`src/inc/rfi_pkg.sv`:
```
// Constants, register map and request carrier for the regulator fault interrupt registers.
// Assumes a serial control port engine elsewhere that turns bus transfers into byte accesses.
//
// How it works
// - Status 0x11 latches six rail faults, write-one-clears.
// - Mask 0x12 holds six bits, reset all ones.
// - Sense 0x13 shows six live rail faults.
// - Sense bit 1 means current above limit.
// - Sense 0x10 bit 2 shows supply overvoltage.
// - Bits 7 and 6 read as zero.
// - Writing one clears a flag, zero keeps it.
// - Mask zero lets a flag reach the pin.
package rfi_pkg;

    // ==========================================================
    // Register offsets
    localparam logic [7:0] ADDR_SUPPLY_OV_SENSE = 8'h10;
    localparam logic [7:0] ADDR_LDO_OC_STATUS = 8'h11;
    localparam logic [7:0] ADDR_LDO_OC_MASK = 8'h12;
    localparam logic [7:0] ADDR_LDO_OC_SENSE = 8'h13;

    // ==========================================================
    // Field layout and reset values
    localparam int RAIL_COUNT = 6;
    localparam int SUPPLY_OV_BIT = 2;
    localparam logic [5:0] STATUS_RESET = 6'h00;
    localparam logic [5:0] MASK_RESET = 6'h3f;
    localparam logic [5:0] SENSE_RESET = 6'h00;
    localparam logic [7:0] READ_ZERO = 8'h00;
    localparam int SYNC_STAGES = 2;

    // ==========================================================
    // Byte access from the control port engine
    typedef struct packed {
        logic [7:0] addr;
        logic [7:0] wdata;
        logic wr;
        logic rd;
    } rfi_req_t;

endpackage : rfi_pkg

```
`src/logic/rfi_sync.sv`:
```
// Two-stage synchroniser for the analog fault comparator levels.
// Assumes the inputs are quasi-static levels from outside the clock domain.
`timescale 1ns/100ps
module rfi_sync #(
    parameter int WIDTH = 1
) (
    // Clock and reset
    input wire logic clk,
    input wire logic reset,
    // Levels
    input wire logic [WIDTH-1:0] async_in,
    output logic [WIDTH-1:0] sync_out
);

    logic [WIDTH-1:0] meta_q;
    logic [WIDTH-1:0] meta_d;
    logic [WIDTH-1:0] sync_q;
    logic [WIDTH-1:0] sync_d;

    // A zero width would leave the level ports without a single bit.
    if (WIDTH < 1) begin : g_width_bad
        $error("rfi_sync needs WIDTH of at least one");
    end

    // The first stage feeds only the second, so metastability never reaches logic.
    always_comb begin
        meta_d = async_in;
        sync_d = meta_q;
    end

    always_ff @(posedge clk) begin
        if (reset) begin
            meta_q <= '0;
            sync_q <= '0;
        end else begin
            meta_q <= meta_d;
            sync_q <= sync_d;
        end
    end

    assign sync_out = sync_q;

endmodule : rfi_sync

```
`src/logic/rfi_regs.sv`:
```
// Interrupt status, mask and sense registers for the linear regulator overcurrent faults.
// Assumes byte accesses from the control port engine on clk and raw comparator levels.
`timescale 1ns/100ps
module rfi_regs #(
    parameter int RAILS = rfi_pkg::RAIL_COUNT
) (
    // Clock and reset
    input wire logic clk,
    input wire logic reset,
    // Register access
    input rfi_pkg::rfi_req_t req,
    output logic [7:0] rdata,
    // Fault comparators
    input wire logic [RAILS-1:0] ldo_fault_raw,
    input wire logic front_supply_ov_raw,
    // Interrupt pin
    output logic irq_out_n
);

    // ==========================================================
    // Elaboration check
    // Status, mask and sense each pack the rails into bits 5 to 0 of one byte, so exactly six are served.
    if (RAILS != rfi_pkg::RAIL_COUNT) begin : g_rails_bad
        $error("rfi_regs serves exactly six rails in one byte");
    end

    // ==========================================================
    // Live fault levels
    logic [RAILS-1:0] ldo_sense;
    logic front_supply_ov_live;

    rfi_sync #(
        .WIDTH(RAILS + 1)
    ) u_sync (
        .clk(clk),
        .reset(reset),
        .async_in({front_supply_ov_raw, ldo_fault_raw}),
        .sync_out({front_supply_ov_live, ldo_sense})
    );

    // ==========================================================
    // Access decode
    function automatic logic hit(input rfi_pkg::rfi_req_t r, input logic [7:0] a);
        return r.addr == a;
    endfunction : hit

    // Bits above the rails are unused and always read as zero.
    function automatic logic [7:0] rail_byte(input logic [RAILS-1:0] v);
        logic [7:0] b;
        b = rfi_pkg::READ_ZERO;
        b[RAILS-1:0] = v;
        return b;
    endfunction : rail_byte

    logic wr_status;
    logic wr_mask;
    logic [RAILS-1:0] clr_vec;

    assign wr_status = req.wr && hit(req, rfi_pkg::ADDR_LDO_OC_STATUS);
    assign wr_mask = req.wr && hit(req, rfi_pkg::ADDR_LDO_OC_MASK);
    assign clr_vec = wr_status ? req.wdata[RAILS-1:0] : '0;

    // ==========================================================
    // Status flags
    logic [RAILS-1:0] status_q;
    logic [RAILS-1:0] status_d;

    always_comb begin
        // A fault present in the clearing cycle keeps its flag set.
        status_d = (status_q & ~clr_vec) | ldo_sense;
    end

    always_ff @(posedge clk) begin
        if (reset) begin
            status_q <= rfi_pkg::STATUS_RESET;
        end else begin
            status_q <= status_d;
        end
    end

    // ==========================================================
    // Mask bits
    logic [RAILS-1:0] mask_q;
    logic [RAILS-1:0] mask_d;

    always_comb begin
        mask_d = wr_mask ? req.wdata[RAILS-1:0] : mask_q;
    end

    always_ff @(posedge clk) begin
        if (reset) begin
            mask_q <= rfi_pkg::MASK_RESET;
        end else begin
            mask_q <= mask_d;
        end
    end

    // ==========================================================
    // Interrupt pin
    // Registered so the pin never glitches while status and mask settle.
    logic irq_n_q;
    logic irq_n_d;

    always_comb begin
        irq_n_d = ~|(status_q & ~mask_q);
    end

    always_ff @(posedge clk) begin
        if (reset) begin
            irq_n_q <= 1'b1;
        end else begin
            irq_n_q <= irq_n_d;
        end
    end

    assign irq_out_n = irq_n_q;

    // ==========================================================
    // Read data
    // The byte holds between reads, as there is no valid flag beside it.
    logic [7:0] rdata_q;
    logic [7:0] rdata_d;

    always_comb begin
        rdata_d = rdata_q;
        if (req.rd) begin
            rdata_d = rfi_pkg::READ_ZERO;
            unique case (req.addr)
                rfi_pkg::ADDR_SUPPLY_OV_SENSE: begin
                    rdata_d[rfi_pkg::SUPPLY_OV_BIT] = front_supply_ov_live;
                end
                rfi_pkg::ADDR_LDO_OC_STATUS: begin
                    rdata_d = rail_byte(status_q);
                end
                rfi_pkg::ADDR_LDO_OC_MASK: begin
                    rdata_d = rail_byte(mask_q);
                end
                rfi_pkg::ADDR_LDO_OC_SENSE: begin
                    rdata_d = rail_byte(ldo_sense);
                end
                default: begin
                    rdata_d = rfi_pkg::READ_ZERO;
                end
            endcase
        end
    end

    always_ff @(posedge clk) begin
        if (reset) begin
            rdata_q <= rfi_pkg::READ_ZERO;
        end else begin
            rdata_q <= rdata_d;
        end
    end

    assign rdata = rdata_q;
endmodule : rfi_regs

```
`config.mk`:
```
export PLATFORM = sky130hd
export DESIGN_NAME = rfi_regs
export DESIGN_NICKNAME = d
export VERILOG_FILES = /design/src/inc/rfi_pkg.sv /design/src/logic/rfi_sync.sv /design/src/logic/rfi_regs.sv
export SDC_FILE = /design/constraint.sdc
export NUM_CORES = 1
export LEC_CHECK = 0
export BUFFER_PORTS_ARGS = -buffer_cell sky130_fd_sc_hd__buf_2
export CORE_ASPECT_RATIO = 0.9
export CORE_UTILIZATION = 40
export DETAILED_ROUTE_END_ITERATION = 12
export GPL_TIMING_DRIVEN = 0
export SETUP_SLACK_MARGIN = 0.3
export SYNTH_ARGS = -nofsm -noshare
export SYNTH_HDL_FRONTEND = slang
export SYNTH_SLANG_ARGS = --single-unit
```
`constraint.sdc`:
```
create_clock -name clk -period 2.75 [get_ports clk]
set_clock_uncertainty 0.1 [all_clocks]
set_input_delay 0.55 -clock clk [delete_from_list [all_inputs] [get_ports clk]]
set_output_delay 0.55 -clock clk [all_outputs]
set_load 0.02 [all_outputs]
```
After elaboration in Yosys (flattened, before gate mapping)
Index checks and enable logic that the tools add are counted.
Widths: inputs -> output; s select.
{ "word_totals": {"register_bits": 35, "inputBits": 27, "output_inout_bits": 9, "wordCells": 23} }
{ "classes": {"n_eq_ne": 4, "mux": 4, "n_bitwise": 5, "reduce_logical": 4} }
{ "op_table": {"columns": ["operator", "count"], "rows": [
  ["$eq 8x5->1 const B", 4],
  ["$and 6x6->6", 2],
  ["$not 6->6", 2],
  ["$pmux 3 s3", 1],
  ["$mux 6", 1],
  ["$or 6x6->6", 1],
  ["$pmux 2 s3", 1],
  ["$reduce_or 6->1", 1],
  ["$pmux 1 s4", 1],
  ["$logic_and 1x1->1", 2],
  ["$logic_not 1->1", 1]
]} }

Longest topological paths before layout
{ "depth": {"ltp_word": 6, "ltp_mapped": 5} }

Cells and area by module
From an unflattened synthesis, not the netlist that was laid out.
{ "hier_totals": {"cells_unflattened": 136, "hier_area_um2": 1377.6} }
{ "by_module_without_submodules": {"columns": ["mod", "n_inst", "cells_per_inst", "area_per_inst_um2"], "rows": [
  ["rfi_regs", 1, 107, 969.7],
  ["rfi_sync", 1, 29, 407.9]
]} }

Worst setup path after synthesis
No wires, ideal clock.
{ "synth_timing": {"path_type": "input to register", "start": "in req[10] in the netlist's numbering", "end": "reg rdata_q[2] (netlist: rdata[2])", "setup_ps": 116, "t_arrival_ps": 1372, "t_required_ps": 2534, "path_slack_ps": 1161, "cell_stages": 3, "n_path_buf": 1, "path_cell_list": "buf_6 -> mux4_2 -> a41o_1"} }
{ "synth_between": {"elab_chain_len": 2, "word_cells_on_any_way": 5, "cone_classes": "eq/ne (4); mux (1)"} }
{ "synth_lines": {"columns": ["item", "line_no", "rtl"], "rows": [
  ["start, declared", "rfi_regs.sv:11", "input rfi_pkg::rfi_req_t req,"],
  ["$eq 8x5->1", "rfi_regs.sv:128", "unique case (req.addr)"],
  ["$pmux 1 s4 *", "rfi_regs.sv:128", null],
  ["end signal, assigned", "rfi_regs.sv:150", "rdata_q <= rfi_pkg::READ_ZERO;"],
  ["end signal, assigned", "rfi_regs.sv:152", "rdata_q <= rdata_d;"],
  ["end, declared", "rfi_regs.sv:121", "logic [7:0] rdata_q;"]
]} }
Mark *: on every way between the ends. The rest lies on a longest branch, timed or not.
A chain may end at the register's enable or synchronous reset.

Worst setup path in the final report
{ "layout_timing": {"start": "in req[15] in the netlist's numbering", "end": "reg mask_q[0]"} }
{ "layout_between": {"elab_chain_len": 2} }
{ "layout_lines": {"columns": ["item", "line_no", "rtl"], "rows": [
  ["$eq 8x5->1", "rfi_regs.sv:44", "return r.addr == a;"],
  ["$logic_and 1x1->1", "rfi_regs.sv:60", "assign wr_mask = req.wr && hit(req, rfi_pkg::ADDR_LDO_OC_MASK);"],
  ["end signal, assigned", "rfi_regs.sv:92", "mask_q <= rfi_pkg::MASK_RESET;"],
  ["end signal, assigned", "rfi_regs.sv:94", "mask_q <= mask_d;"],
  ["end, declared", "rfi_regs.sv:83", "logic [RAILS-1:0] mask_q;"]
]} }
No other way between the ends.

==> impl_metrics.tcl <==
set metrics [dict create \
    critPathLaunchType "input port" \
    num_rows 19 \
    layout_commonest_cell "dfxtp_1" \
    grt.total_usage_pct 16.97 \
    syn_area_sq_um 1373 \
    num_vias 1075 \
    power_uw 1044 \
    ys_ff_latch 33 \
    synth_compound_area_share_pct 13.04 \
    crit_type "input port to flip-flop" \
    yosysSeqAreaShare_pct 48.13 \
    period_share_pct 52.66 \
    diodes 0 \
    p_per_area_nw_per_um2 618.3 \
    min_path_type "flip-flop to flip-flop" \
    h-tree-depth 2 \
    io_pins 36 \
    layout-drive-gt1-share_pct 30.11 \
    initial_core_util_pct 43.41 \
    endpoint_kind "flip-flop" \
    route.detailed.drc 0 \
    synth_top_area_share_pct 48.13 \
    layout_common_cells "dfxtp_1 (33), buf_2 (31), nor2b_1 (20), nor2_1 (19), inv_1 (8)" \
    die_y_um 57.57 \
    first_pass_iters 4 \
    netlist_instances 138 \
    finalSetupViolations 0 \
    slew_viol_final 0 \
    fin_crit_ns 1.448 \
    synth_top_family_by_area "simple AND/OR/NAND/NOR gates" \
    cts_num_sinks 33 \
    cts_tree "built" \
    setup_tns_ns 0 \
    grt_antenna_before_repair 0 \
    nets 202 \
    die-area_sq_um 3670 \
    antenna_left 0 \
    wl_per_cell_um 12.94 \
    synth.mux.area_fraction_pct 10.12 \
    synthAdderAreaFrac_pct 0 \
    ys_warn_count 0 \
    grt_pass1_wl_um 4505 \
    via_per_inst 4.931 \
    synth_area_leaders "dfxtp_1 (48%), nor2b_1 (9.1%), nor2_1 (5.2%)" \
    hold_violations 0 \
    clkLatencyLatePin_ns 0.29 \
    syn_avg_cell_area_sq_um 9.946 \
    clockRootBuffer "clkbuf_8" \
    p_leak_uw 0.0006984 \
    required_ns 2.87 \
    rsz0062_at_grt "false" \
    grt_overflow_total 0 \
    grt_max_degree 13 \
    worstPathMaxFanout 6 \
    synthDistinctLibCells 27 \
    synth.largest_area_cell "dfxtp_1" \
    area_growth_pct 23.06 \
    die_w_um 63.75 \
    post_cts_buffers 0 \
    drv_cap 0 \
    cts-resized-gates 0 \
    drt_iter0_drc 44 \
    arrival_ns 1.56 \
    wl_um 2822 \
    path_clk_slew_ns 0.07 \
    dp_hpwl_um 1997 \
    cts-hold-fix-buffers 0 \
    port_buffers 29 \
    status "complete, no violations" \
    synth_xor_area_share_pct 0 \
    core_sq_um 3162 \
    synth-simple-area-share_pct 20.69 \
    cts_made_buffers 5 \
    vdd_drop_max_uv 439.8 \
    grt_pass1_vias 988 \
    fmax_ghz 0.6905 \
    gp_congestion 0.7336 \
    cts.path.max_buffers 2 \
]
[layout make-up]
class	instances	area (sq um)
repair buffers	29	145.1
inverters	8	30.03
plain buffers	12	76.32
well taps	42	52.55
clock buffers	5	68.82
flip-flops and latches	33	660.6
fillers	306	1473
clock inverters	3	46.29
multi-input cells	86	609.3
[cells in the mapped netlist, drive strengths merged]
| cell type | number |
|---|---|
| a41o | 1 |
| a311oi | 6 |
| buf | 6 |
| dfxtp | 33 |
| nor2 | 19 |
| o2111ai | 1 |
| nand2 | 5 |
| nor2b | 21 |
| and2 | 1 |
| mux2i | 6 |
| o22ai | 3 |
| mux2 | 5 |
| and3b | 1 |
| a221oi | 5 |
| o31ai | 1 |
| clkbuf | 6 |
| nor4b | 1 |
| mux4 | 1 |
| and4 | 1 |
| and3 | 1 |
| a211oi | 5 |
| conb | 1 |
| inv | 8 |
[per-stage QoR]
stage	cell area (sq um)	worst slack (ns)	hold WS (ns)	instances	utilization, %
after floorplan	1376	1.161	0.3138	139	-
after global placement	1574	1.039	0.3178	210	49.78
after detailed placement	1574	0.9990	0.3247	210	49.78
after CTS	1689	1.297	0.3429	218	53.42
after global routing	1689	1.243	0.3568	218	53.42
final	1689	1.302	0.3386	218	53.42
[routing by layer]
metal	up-vias	routed length, um	global-route usage [%]
li1	545	-	-
met1	484	1217	19.68
met2	41	1359	27.20
met3	5	199	7.200
met4	0	46	7.792
met5	-	0	0
[critical path, cell delays in order]
cell and delay (ns):
buf_2 0.11, nor4b_4 0.30, and4_1 0.23, buf_4 0.18
mux2i_1 0.20
[registers in the layout, indices dropped and copies added (netlist names)]
name and flops:
irq_out_n 1, mask_q 6, rdata 6, status_q 6
u_sync.meta_q 7, u_sync.sync_out 7
[where the power goes]
| group | switching, uW | total, uW | leakage, uW | internal [uW] |
|---|---|---|---|---|
| logic | 42.7 | 86.1 | 0.000374 | 43.4 |
| registers | 7.21 | 500 | 0.000270 | 492 |
| clock network | 188 | 459 | 0.0000543 | 271 |
| total | 238 | 1040 | 0.000698 | 807 |
[kinds of logic (layout without fill, tap and decap cells)]
| kind of cell | count (synthesis) | after routing |
|---|---|---|
| AO/OA/AOI/OAI | 22 | 22 |
| multiplexers | 12 | 12 |
| AND/OR/NAND/NOR | 50 | 50 |
| buffers and inverters | 20 | 57 |
| flip-flops | 33 | 33 |
| other | 1 | 2 |
[path summary, 6_finish.rpt]
kind                            startpoint                       endpoint  slack [ns]  cells after the start
min reg2reg    u_sync.meta_q[2]$_SDFF_PP0_  u_sync.sync_out[2]$_SDFF_PP0_        0.34                      1
max                                req[15]         mask_q[0]$_SDFFE_PP1P_        1.30                      5
max reg2reg  u_sync.sync_out[1]$_SDFF_PP0_          rdata[1]$_SDFFE_PP0P_        1.51                      3
min            u_sync.meta_q[2]$_SDFF_PP0_  u_sync.sync_out[2]$_SDFF_PP0_        0.34                      1
No activity file was read; power rests on OpenSTA's default activity.
